==> src/shared/pm_clock_map.svh <==
`ifndef PM_CLOCK_MAP_SVH
`define PM_CLOCK_MAP_SVH

// Oscillator control word layout.
`define PM_CTRL_W        8
`define PM_GATE_BIT      7
`define PM_PRI_FLAG_BIT  3
`define PM_SEL_HI        1
`define PM_SEL_LO        0
// Secondary-active flag position in the timer control word.
`define PM_SEC_FLAG_BIT  6

// Clock source select encodings.
`define PM_SEL_W         2
`define PM_SEL_DEF       2'h0
`define PM_SEL_SEC       2'h1
`define PM_SEL_PRI       2'h2
`define PM_SEL_INT       2'h3

// Reset values.
`define PM_GATE_RST      1'h0
`define PM_SEL_RST       2'h0

// Cycle counts, in cycles of the oscillator concerned.
`define PM_OST_W         11
`define PM_OST_CYCLES    11'h400
`define PM_OLD_CYCLES    11'h002
`define PM_NEW_CYCLES    11'h003

`endif

==> src/shared/pm_clock_pkg.sv <==
`include "pm_clock_map.svh"

package pm_clock_pkg;

    // Gray coded along run, wait, old, new, run.
    typedef enum logic [2:0] {
        ST_RUN   = 3'h0,
        ST_WAIT  = 3'h1,
        ST_OLD   = 3'h3,
        ST_NEW   = 3'h2,
        ST_IDLE  = 3'h6,
        ST_SLEEP = 3'h4
    } pm_state_e;

    typedef logic [`PM_SEL_W-1:0] src_t;

    typedef struct packed {
        pm_state_e st;
        src_t      cur_src;
        src_t      tgt_src;
        logic      gate;
        src_t      sel;
        logic      pri_pwr;
        logic      pri_flag;
        logic      sec_flag;
        logic      cpu_en;
        logic      periph_en;
        logic      booted;
        logic      skip_old;
    } pm_ctl_s;

endpackage : pm_clock_pkg

==> src/shared/cnt_if.sv <==
`timescale 1ns/1ps
`default_nettype none

// Request and answer between the controller and one oscillator cycle counter.
interface cnt_if;
    logic run;
    logic tick;
    logic done;

    modport counter (input run, input tick, output done);
    modport user    (output run, output tick, input done);
endinterface : cnt_if

`default_nettype wire

==> src/hdl/osc_tick_counter.sv <==
`timescale 1ns/1ps
`default_nettype none
`include "pm_clock_map.svh"

// Counts ticks of one oscillator while run is high; done holds once LIMIT is reached.
module osc_tick_counter #(
    parameter int                 WIDTH = `PM_OST_W,
    parameter logic [WIDTH-1:0]   LIMIT = `PM_OST_CYCLES
) (
    // Clock and reset.
    input wire logic clk_sys,
    input wire logic reset_n,
    // Controller side.
    cnt_if.counter   cnt
);
    typedef struct packed {
        logic [WIDTH-1:0] count;
        logic             done;
    } cnt_s;

    cnt_s r_q;
    cnt_s r_d;

    // Dropping run clears the count, so every use starts from zero.
    always_comb begin
        r_d = r_q;
        if (!cnt.run) begin
            r_d = '0;
        end else if (cnt.tick && !r_q.done) begin
            r_d.count = r_q.count + 1'b1;
            r_d.done  = (r_q.count == LIMIT - 1'b1);
        end
    end

    // State register.
    always_ff @(posedge clk_sys or negedge reset_n) begin
        if (!reset_n) begin
            r_q <= '0;
        end else begin
            r_q <= r_d;
        end
    end

    assign cnt.done = r_q.done;
endmodule : osc_tick_counter

`default_nettype wire

==> src/hdl/power_mode_clock_switch.sv <==
// Function
// Bit 7 of control word gates CPU clocking; bits 1:0 select the source.
// Select 10 is primary, 01 secondary timer oscillator, 11 internal oscillator.
// Sleep instruction with gate bit 0 stops all CPU and peripheral clocks.
// Sleep instruction with gate bit 1 stops CPU, peripherals keep selected source.
// Changing the select field starts a switch once the new source runs.
// Sleep instruction only triggers; gate bit at execution alone picks mode.
// A switch takes two old-source cycles plus three to four new-source cycles.
// Primary flag at bit 3, secondary flag at timer bit 6; neither means internal.
// Every later sleep instruction uses the gate bit at its own execution.
// Reset lands in primary run with primary flag set, unless two-speed start.
// Secondary run switches to timer oscillator, stops primary, swaps flags.
// Select 01 with timer oscillator disabled does not enter secondary run.
// Timer oscillator enabled but not oscillating holds device clocks off.
// Secondary to primary keeps timer clocking until primary ready, then swaps flags.
// Return to primary leaves gate bit and select unchanged, timer keeps running.
// Every run mode clocks CPU and peripherals; only the source differs.
// Primary is ready only after the start-up counter counts 1024 of its cycles.
// Switching to internal oscillator stops primary and clears the primary flag.
// Switching is glitch free; flags change only once the new source drives.
`timescale 1ns/1ps
`default_nettype none
`include "pm_clock_map.svh"

module power_mode_clock_switch
    import pm_clock_pkg::*;
(
    // Clock and reset.
    input  wire logic                 clk_sys,
    input  wire logic                 reset_n,
    // Control word write from the CPU core.
    input  wire logic                 ctrl_wr,
    input  wire logic [`PM_CTRL_W-1:0] ctrl_wdata,
    // Sleep instruction strobe and wake event.
    input  wire logic                 sleep_exec,
    input  wire logic                 wake_event,
    // Configuration and oscillator status.
    input  wire logic                 secondary_osc_enable,
    input  wire logic                 sec_osc_running,
    input  wire logic                 two_speed_en,
    // One-cycle pulses marking a cycle of each oscillator.
    input  wire logic                 pri_osc_tick,
    input  wire logic                 sec_osc_tick,
    input  wire logic                 int_osc_tick,
    // Control word fields and status flags.
    output logic                      cpu_gate_select,
    output logic [`PM_SEL_W-1:0]      clock_source_select,
    output logic                      primary_clock_active_flag,
    output logic                      secondary_clock_active_flag,
    // Clock gates and oscillator control.
    output logic                      cpu_clk_en,
    output logic                      periph_clk_en,
    output logic [`PM_SEL_W-1:0]      active_source,
    output logic                      pri_osc_power,
    output pm_state_e                 power_state
);
    pm_ctl_s r_q;
    pm_ctl_s r_d;

    cnt_if ost_if ();
    cnt_if old_if ();
    cnt_if new_if ();

    // Primary start-up counter runs only while the primary oscillator is powered.
    osc_tick_counter #(.WIDTH(`PM_OST_W), .LIMIT(`PM_OST_CYCLES)) u_ost (
        .clk_sys (clk_sys),
        .reset_n (reset_n),
        .cnt     (ost_if.counter)
    );

    // Old source cycles before it is released.
    osc_tick_counter #(.WIDTH(`PM_OST_W), .LIMIT(`PM_OLD_CYCLES)) u_old (
        .clk_sys (clk_sys),
        .reset_n (reset_n),
        .cnt     (old_if.counter)
    );

    // New source cycles before it is connected.
    osc_tick_counter #(.WIDTH(`PM_OST_W), .LIMIT(`PM_NEW_CYCLES)) u_new (
        .clk_sys (clk_sys),
        .reset_n (reset_n),
        .cnt     (new_if.counter)
    );

    // Tick of a given source, used for both sides of a switch.
    function automatic logic src_tick(input src_t s, input logic p, input logic t,
                                      input logic i);
        logic r;
        r = i;
        case (s)
            `PM_SEL_PRI: r = p;
            `PM_SEL_SEC: r = t;
            default:     r = i;
        endcase
        return r;
    endfunction

    // The select field decoded to a source; 00 follows the primary.
    src_t sel_src;
    logic sel_allowed;
    logic src_ready;
    logic target_ready;

    always_comb begin
        case (r_q.sel)
            `PM_SEL_SEC: sel_src = `PM_SEL_SEC;
            `PM_SEL_INT: sel_src = `PM_SEL_INT;
            default:     sel_src = `PM_SEL_PRI;
        endcase
        sel_allowed = (sel_src != `PM_SEL_SEC) || secondary_osc_enable;
        case (r_q.tgt_src)
            `PM_SEL_PRI: src_ready = ost_if.done;
            `PM_SEL_SEC: src_ready = sec_osc_running;
            default:     src_ready = 1'b1;
        endcase
        target_ready = src_ready;
    end

    // Counters are cleared whenever they are not in use.
    assign ost_if.run  = r_q.pri_pwr;
    assign ost_if.tick = pri_osc_tick;
    assign old_if.run  = (r_q.st == ST_OLD);
    assign old_if.tick = src_tick(r_q.cur_src, pri_osc_tick, sec_osc_tick, int_osc_tick);
    assign new_if.run  = (r_q.st == ST_NEW);
    assign new_if.tick = src_tick(r_q.tgt_src, pri_osc_tick, sec_osc_tick, int_osc_tick);

    // Next-state logic. Register writes are taken in every state so that software
    // never loses a write; sleep entry is only started from run, a switch from run or on wake from sleep.
    always_comb begin
        r_d = r_q;
        if (ctrl_wr) begin
            r_d.gate = ctrl_wdata[`PM_GATE_BIT];
            r_d.sel  = ctrl_wdata[`PM_SEL_HI:`PM_SEL_LO];
        end
        case (r_q.st)
            ST_RUN: begin
                r_d.cpu_en    = 1'b1;
                r_d.periph_en = 1'b1;
                if (!r_q.booted) begin
                    // Strap is caught on the first edge after release.
                    r_d.booted = 1'b1;
                    if (two_speed_en) begin
                        r_d.cur_src  = `PM_SEL_INT;
                        r_d.pri_flag = 1'b0;
                        r_d.tgt_src  = `PM_SEL_PRI;
                        r_d.skip_old = 1'b0;
                        r_d.st       = ST_WAIT;
                    end
                end else if (sleep_exec) begin
                    // Gate bit as it stands at execution decides the mode.
                    if (r_q.gate) begin
                        r_d.cpu_en = 1'b0;
                        r_d.st     = ST_IDLE;
                    end else begin
                        r_d.cpu_en    = 1'b0;
                        r_d.periph_en = 1'b0;
                        r_d.pri_pwr   = 1'b0;
                        r_d.pri_flag  = 1'b0;
                        r_d.sec_flag  = 1'b0;
                        r_d.st        = ST_SLEEP;
                    end
                end else if (sel_src != r_q.cur_src && sel_allowed) begin
                    r_d.tgt_src  = sel_src;
                    r_d.skip_old = 1'b0;
                    r_d.st       = ST_WAIT;
                    if (sel_src == `PM_SEL_PRI) begin
                        r_d.pri_pwr = 1'b1;
                    end
                    // A timer that is not yet oscillating gates the clocks from the
                    // first wait cycle, so no edge of a dead source ever gets through.
                    if (sel_src == `PM_SEL_SEC && !sec_osc_running) begin
                        r_d.cpu_en    = 1'b0;
                        r_d.periph_en = 1'b0;
                    end
                end
            end
            ST_WAIT: begin
                // Old source keeps clocking while the primary warms up; a dead
                // timer oscillator holds the clocks off instead.
                if (r_q.tgt_src == `PM_SEL_SEC && !sec_osc_running) begin
                    r_d.cpu_en    = 1'b0;
                    r_d.periph_en = 1'b0;
                end
                if (target_ready) begin
                    r_d.st = r_q.skip_old ? ST_NEW : ST_OLD;
                end
            end
            ST_OLD: begin
                if (old_if.done) begin
                    r_d.cpu_en    = 1'b0;
                    r_d.periph_en = 1'b0;
                    r_d.st        = ST_NEW;
                end
            end
            ST_NEW: begin
                r_d.cpu_en    = 1'b0;
                r_d.periph_en = 1'b0;
                if (new_if.done) begin
                    r_d.cur_src   = r_q.tgt_src;
                    r_d.pri_flag  = (r_q.tgt_src == `PM_SEL_PRI);
                    r_d.sec_flag  = (r_q.tgt_src == `PM_SEL_SEC);
                    r_d.pri_pwr   = (r_q.tgt_src == `PM_SEL_PRI);
                    r_d.cpu_en    = 1'b1;
                    r_d.periph_en = 1'b1;
                    r_d.st        = ST_RUN;
                end
            end
            ST_IDLE: begin
                r_d.cpu_en    = 1'b0;
                r_d.periph_en = 1'b1;
                if (wake_event) begin
                    r_d.cpu_en = 1'b1;
                    r_d.st     = ST_RUN;
                end
            end
            ST_SLEEP: begin
                r_d.cpu_en    = 1'b0;
                r_d.periph_en = 1'b0;
                if (wake_event) begin
                    // No old clock runs in sleep, so only the new side is counted.
                    r_d.tgt_src  = sel_allowed ? sel_src : r_q.cur_src;
                    r_d.pri_pwr  = ((sel_allowed ? sel_src : r_q.cur_src) == `PM_SEL_PRI);
                    r_d.skip_old = 1'b1;
                    r_d.st       = ST_WAIT;
                end
            end
            default: begin
                r_d.st = ST_RUN;
            end
        endcase
    end

    // State register; reset lands in primary run with the primary flag set.
    always_ff @(posedge clk_sys or negedge reset_n) begin
        if (!reset_n) begin
            r_q           <= '0;
            r_q.st        <= ST_RUN;
            r_q.cur_src   <= `PM_SEL_PRI;
            r_q.tgt_src   <= `PM_SEL_PRI;
            r_q.gate      <= `PM_GATE_RST;
            r_q.sel       <= `PM_SEL_RST;
            r_q.pri_pwr   <= 1'b1;
            r_q.pri_flag  <= 1'b1;
            r_q.cpu_en    <= 1'b1;
            r_q.periph_en <= 1'b1;
        end else begin
            r_q <= r_d;
        end
    end

    // Outputs come straight from the state register.
    assign cpu_gate_select             = r_q.gate;
    assign clock_source_select         = r_q.sel;
    assign primary_clock_active_flag   = r_q.pri_flag;
    assign secondary_clock_active_flag = r_q.sec_flag;
    assign cpu_clk_en                  = r_q.cpu_en;
    assign periph_clk_en               = r_q.periph_en;
    assign active_source               = r_q.cur_src;
    assign pri_osc_power               = r_q.pri_pwr;
    assign power_state                 = r_q.st;

    property p_sleep_stop;
        @(posedge clk_sys) disable iff (!reset_n)
        (r_q.st == ST_RUN && r_q.booted && sleep_exec && !r_q.gate)
            |=> (r_q.st == ST_SLEEP && !cpu_clk_en && !periph_clk_en && !pri_osc_power);
    endproperty
    a_sleep_stop: assert property (p_sleep_stop) else $error("sleep did not stop clocks");

    property p_idle_entry;
        @(posedge clk_sys) disable iff (!reset_n)
        (r_q.st == ST_RUN && r_q.booted && sleep_exec && r_q.gate)
            |=> (r_q.st == ST_IDLE && !cpu_clk_en && periph_clk_en && $stable(active_source));
    endproperty
    a_idle_entry: assert property (p_idle_entry) else $error("idle entry wrong");

    property p_run_clocked;
        @(posedge clk_sys) disable iff (!reset_n)
        (r_q.st == ST_RUN) |-> (cpu_clk_en && periph_clk_en);
    endproperty
    a_run_clocked: assert property (p_run_clocked) else $error("run mode not clocked");

    property p_flags_exclusive;
        @(posedge clk_sys) disable iff (!reset_n)
        !(primary_clock_active_flag && secondary_clock_active_flag)
            && (primary_clock_active_flag -> active_source == `PM_SEL_PRI);
    endproperty
    a_flags_exclusive: assert property (p_flags_exclusive) else $error("flags conflict");

    property p_sec_blocked;
        @(posedge clk_sys) disable iff (!reset_n)
        (r_q.st == ST_RUN && r_q.booted && !sleep_exec && r_q.sel == `PM_SEL_SEC
            && !secondary_osc_enable) |=> (r_q.st == ST_RUN);
    endproperty
    a_sec_blocked: assert property (p_sec_blocked) else $error("secondary entered disabled");

    property p_pri_needs_ost;
        @(posedge clk_sys) disable iff (!reset_n)
        $rose(primary_clock_active_flag) |-> $past(ost_if.done);
    endproperty
    a_pri_needs_ost: assert property (p_pri_needs_ost) else $error("primary before start-up");

    property p_pri_off;
        @(posedge clk_sys) disable iff (!reset_n)
        (r_q.st == ST_RUN && active_source != `PM_SEL_PRI) |-> !pri_osc_power;
    endproperty
    a_pri_off: assert property (p_pri_off) else $error("primary left powered");

    property p_old_counted;
        @(posedge clk_sys) disable iff (!reset_n)
        (r_q.st == ST_OLD ##1 r_q.st == ST_NEW) |-> $past(old_if.done);
    endproperty
    a_old_counted: assert property (p_old_counted) else $error("old cycles skipped");

    property p_switch_start;
        @(posedge clk_sys) disable iff (!reset_n)
        (r_q.st == ST_RUN && r_q.booted && !sleep_exec && sel_src != r_q.cur_src
            && sel_allowed) |=> (r_q.st == ST_WAIT);
    endproperty
    a_switch_start: assert property (p_switch_start) else $error("switch not started");

    property p_sel_kept;
        @(posedge clk_sys) disable iff (!reset_n)
        !ctrl_wr |=> ($stable(clock_source_select) && $stable(cpu_gate_select));
    endproperty
    a_sel_kept: assert property (p_sel_kept) else $error("control bits changed");
endmodule : power_mode_clock_switch

`default_nettype wire

==> config.mk <==
export PLATFORM = sky130hd
export DESIGN_NAME = power_mode_clock_switch
export DESIGN_NICKNAME = d
export VERILOG_FILES = /design/src/shared/pm_clock_pkg.sv /design/src/shared/cnt_if.sv /design/src/hdl/osc_tick_counter.sv /design/src/hdl/power_mode_clock_switch.sv
export VERILOG_INCLUDE_DIRS = /design/src /design/src/shared
export SDC_FILE = /design/constraint.sdc
export NUM_CORES = 1
export LEC_CHECK = 0
export ABC_AREA = 1
export ABC_CLOCK_PERIOD_IN_PS = 3700
export BUFFER_PORTS_ARGS = -buffer_cell sky130_fd_sc_hd__buf_2
export CORE_AREA = 2 2 79 81
export DETAILED_ROUTE_END_ITERATION = 6
export DIE_AREA = 0 0 81 83
export PLACE_DENSITY = 0.79
export SLEW_MARGIN = 20
export SYNTH_ARGS = -nofsm -noshare
export SYNTH_HDL_FRONTEND = slang
export SYNTH_SLANG_ARGS = --single-unit
==> constraint.sdc <==
create_clock -name clk_sys -period 3.7 [get_ports clk_sys]
set_input_delay 0.37 -clock clk_sys [delete_from_list [all_inputs] [get_ports clk_sys]]
set_output_delay 0.37 -clock clk_sys [all_outputs]
set_load 0.01 [all_outputs]
* Yosys cells after proc, flatten, opt, wreduce, memory -nomap -nowiden *
Index checks and enable logic that the tools add are counted.

word-level totals
  register bits = 53
  latch bits = 0
  memory bits (writable) = 0
  ROM bits = 0
  input port bits = 19
  output and inout port bits = 13
  word-level logic and storage cells = 142
  memories = 0

cells by class
  $add $sub $neg = 3
  multipliers = 0
  div/mod/pow operators = 0
  magnitude comparators = 0
  eq/ne operators = 42
  shift-type cells = 0
  mux-type cells = 56
  bitwise gates (word level) = 0
  reduce and logical (&&, ||, !) cells = 23

operators by type and width
  kind                                             count
  2-to-1 mux 12 bit                                6
  adder 11 x 1 -> 11 bit, second input constant    3
  2-to-1 mux 3 bit                                 9
  2-to-1 mux 2 bit                                 13
  != test 2 bit, second input constant             13
  != test 3 bit, second input constant             8
  case mux 3 bit (6 select lines)                  1
  case mux 2 bit (2 select lines)                  4
  AND reduction 5 bit                              3
  2-to-1 mux 1 bit                                 14
  AND reduction 7 bit                              2
  case mux 2 bit (6 select lines)                  1
  == test 11 x 1 -> 1 bit, second input constant   1
  == test 11 x 10 -> 1 bit, second input constant  1
  == test 11 x 2 -> 1 bit, second input constant   1
  == test 2 bit, second input constant             5
  2-to-1 mux 5 bit                                 2
  == test 2 x 1 -> 1 bit, second input constant    4
  case mux 1 bit (2 select lines)                  4
  2-to-1 mux 7 bit                                 1
  == test 3 x 2 -> 1 bit, second input constant    2
  == test 3 bit, second input constant             2
  logical AND 1 bit                                6
  nonzero test 6 bit                               1
  12 further kinds                                 17

* Longest topological paths before layout *
  depth in word-level cells = 9
  depth in mapped cells = 10
  gate-level depth less buffers = 9

* Hierarchy *
A second synthesis with hierarchy kept.

unflattened totals
  cells, all modules = 469
  area total of the unflattened synthesis = 3,395.8 um^2

by module, submodules not included
  module                    instances  cells each  area each (um^2)  sequential area each (um^2)
  power_mode_clock_switch   1          190         1,336.3           432.9
  osc_tick_counter (u_new)  1          96          699.4             300.3
  osc_tick_counter (u_old)  1          91          680.7             300.3
  osc_tick_counter (u_ost)  1          92          679.4             300.3

* Worst setup path before layout *
OpenSTA, ideal clock, no wires.

  path type = reg-to-reg
  start = register r_q[11] (netlist name)
  end = register u_new.r_q[3] (netlist name)
  library setup time = 0.125 ns
  data arrival time = 1.439 ns
  required time = 3.575 ns
  slack = 2.136 ns
  stages on the path, launching flop included = 8
  path buffers = 0
  period minus slack after synthesis = 1.564 ns
  cell sequence = dfstp_2 ha_1 a21oi_1 nand2_1 nand2_1 inv_1 nand2_1 o31ai_1

on the way
  cells in the longest elaborated chain, start to end = 4
  elaborated cells between the ends (all ways) = 5
  those cells by class = 3 x eq/ne; 1 x mux; 1 x reduce/logical

RTL lines
  what                                                            line                            text
  start: declaration                                              power_mode_clock_switch.sv:57   pm_ctl_s r_q;
  start signal: assignment                                        power_mode_clock_switch.sv:247  r_q <= r_d;
  == test 2 x 1 -> 1 bit / == test 2 bit (equally long branches)  power_mode_clock_switch.sv:90   case (s)
  case mux 1 bit (2 select lines) *                               power_mode_clock_switch.sv:90
  logical AND 1 bit *                                             osc_tick_counter.sv:29          end else if (cnt.tick && !r_q.done) begin
  != test 2 bit (no line) *                                       --
  end signal: assignment                                          osc_tick_counter.sv:40          r_q <= r_d;
  end: declaration                                                osc_tick_counter.sv:21          cnt_s r_q;

Every way passes the cells marked *; elsewhere a longest branch is shown, timed or not.
A chain may end at the register's enable or synchronous reset.

* Final worst setup path *
  start = register r_q, in the netlist power_state[0]
  end = register u_old.r_q[2] (netlist name)

on the way
  cells in the longest elaborated chain, start to end = 2
  elaborated cells between the ends (all ways) = 3
  those cells by class = 2 x eq/ne; 1 x mux

RTL lines
  what                                                                 line                            text
  == test 3 x 2 -> 1 bit *                                             power_mode_clock_switch.sv:122  assign old_if.run = (r_q.st == ST_OLD);
  != test 2 bit (no line) / 2-to-1 mux 12 bit (equally long branches)  --
  end signal: assignment                                               osc_tick_counter.sv:40
  end: declaration                                                     osc_tick_counter.sv:21

Marked as above.

==> out/qor.yml <==
maxCapViolCount: 0
setup_viol: 0
cts-root-buf: "clkbuf_8"
detail-route-antenna-nets: 0
path_common_cell: "nand2_1"
critical_path.max_stage_delay_ps: 650
avgViaCountPerCell: 5.46
fmax_mhz: 462
synth_fp_nets: 513
status: "complete, no violations"
reg2reg_depth: 6
switchingPower_w: 0.000904
dp_hpwl_um: 5630
fp.dieH_um: 83
worstSetupPathType: "register to register"
worstPathRequired_ps: 3930
relSlewSlack_pct: 50.8
area_growth_pct: 6.10
port_buffers: 26
antenna_found_initial: 0
p_leak_nw: 1.81
power.total_w: 0.00199
internal_power_w: 0.00109
ys_types: 36
die_area_um2: 6720
p_comb_share_pct: 42.4
clk_path_buf_depth: 2
power_density_nw_per_um2: 545
power.share.switching_pct: 45.4
ios: 32
cts_hold_buf: 0
fin_worst_skew_ps: 9.72
wl_per_cell_um: 12.9
grt_overflow_total: 0
rsz0062_at_grt: "no"
syn_inst: 485
synth_commonest_cells: "129 x nand2_1, 63 x inv_1, 53 x nand3_1, 47 x dfrtp_1, 45 x nor2_1"
synth.top_cells.by_area: "dfrtp_1 34%, nand2_1 14%, nand3_1 7.7%"
cts_tree: "done"
routabilityCongestion: 0.913
synthArstFlopShare_pct: 100
grt_pass1_vias: 2982
crit_path_start_kind: "register"
post_cts_buffers: 0
syn-cell-area_um2: 3440
avgSynthCellArea_um2: 7.10
hold_viol: 0
layout-drive-gt1-share_pct: 12.6
die_w_um: 81
wirelength_um: 7490
synthMostInstantiatedCell: "nand2_1"
antenna_cells: 0
clk_pin_slew_ps: 100
cts.sinks: 53
synth-edff-count: 0
first_iter_violations: 174
ys_ff_latch: 53
power_frac_clock_pct: 17.0
ys.flop_type: "dfrtp_1"
maxSlewViolCount: 0
core-area_um2: 5820
vias: 3171
period_share_pct: 58.5
cts-htree-levels: 2
fin_nets: 533
first_pass_iters: 5
grt_usage_pct: 23.9
yosysTopAreaCellShare_pct: 34.1
r2r_start: "power_state[0]$_DFFE_PN0P_"
critPathArrivalTime_ps: 2390
yosysWarnings: 0
peakVddDrop_v: 0.000303
grt_first_pass_wirelength_um: 13000
postCtsResizedCells: 0
grt_max_degree: 54
seq_area_frac_synth_pct: 38.7
clkLatencyLatePin_ps: 320
worst_setup_path_end_kind: "register"
r2r_end: "u_old.r_q[2]$_DFFE_PN0P_"
hold_class: "input port to async pin"
path_cells: "nand2_1, nor2_1, nand2_1, inv_1, nand2_1, o31ai_1"
tightest_slew_ps: 735
row_count: 28
tns_ps: 0
layout_min_cycle_time_ps: 2170
numCtsBuffers: 5
initial_core_util_pct: 59.2
drc_errors: 0
path_max_fanout: 11
seqPwrFrac_pct: 40.6
yosysTopAreaCell: "dfrtp_1"
crit_slowest_cell: "dfrtp_1"
r2r_slack_ps: 1530
-- power by group through the flow --
stage	sequential, W	combinational, W	clock (W)
finish	0.000809	0.000843	0.000338
global route	0.000828	0.000958	0.000373
CTS	0.000808	0.000839	0.000346
detailed placement	0.000819	0.000834	0
global placement	0.000815	0.000815	0
floorplan	0.000752	0.000739	0
-- flip-flops by register name, indices dropped and copies added, names as in the netlist, 2 cells and up --
register,count
active_source,2
clock_source_select,2
power_state,3
r_q,4
u_new.r_q,11
u_old.r_q,11
u_ost.r_q,11
-- routing by layer --
layer  track usage (%)  wire length, um  up-vias
li1                  -                -     1608
met1              31.3             3490     1478
met2              39.5             3600       71
met3              3.70              254       14
met4              8.32              145        0
met5                 0                0        -
-- critical path, delay by kind of cell, from the launching register on --
kind            cells  cell delay (ps)
simple gates        4             1140
flops               1              650
compound gates      1               70
buf+inv             1              220
-- area by class of cell --
type / count / area (um2)
Fill cell: 546 / 2160
Multi-Input combinational cell: 349 / 1740
Sequential cell: 53 / 1330
Inverter: 69 / 264
Timing Repair Buffer: 27 / 138
Tap cell: 75 / 93.8
Clock buffer: 5 / 68.8
Clock inverter: 3 / 21.3
-- how the worst max path moves through the flow --
stage	startpoint	end	slack (ps)	cells past startpoint
after floorplan	r_q[11]$_DFFE_PN1P_	u_new.r_q[3]$_DFFE_PN0P_	2140	7
after global placement	power_state[0]$_DFFE_PN0P_	u_old.r_q[2]$_DFFE_PN0P_	1580	6
after detailed placement	power_state[0]$_DFFE_PN0P_	u_old.r_q[2]$_DFFE_PN0P_	1570	6
after CTS	power_state[0]$_DFFE_PN0P_	u_old.r_q[2]$_DFFE_PN0P_	1540	6
after global routing	power_state[0]$_DFFE_PN0P_	u_old.r_q[2]$_DFFE_PN0P_	1280	6
final	power_state[0]$_DFFE_PN0P_	u_old.r_q[2]$_DFFE_PN0P_	1530	6
-- layout by cell type, fill, tap and decap left out, drive strengths merged, types with 13 or more instances in the layout --
master	instances
buf	27
nand4	18
inv	68
o21ai	35
a21oi	13
nor3	19
nand2	135
nand3	53
dfrtp	47
nor2	52
-- stage by stage --
step	hold WS [ps]	instances	setup slack, ps	area, um2	util (%)
finish	157	581	1530	3650	62.8
global placement	450	573	1580	3560	61.3
CTS	194	581	1540	3650	62.8
detailed placement	455	573	1570	3560	61.3
global route	233	581	1280	3650	62.8
floorplan	74.4	485	2140	3440	-
-- kinds of logic (layout without fill, tap and decap cells) --
family | Yosys count | after routing | synth area share, %
flops | 53 | 53 | 38.7
mux | 1 | 1 | 0.327
fa+ha+maj | 9 | 9 | 3.27
buf+inv | 83 | 104 | 10.9
compound gates | 56 | 56 | 8.86
simple gates | 278 | 278 | 36.7
xor+xnor | 5 | 5 | 1.27
Note: power is estimated with default switching activity, not from simulation.
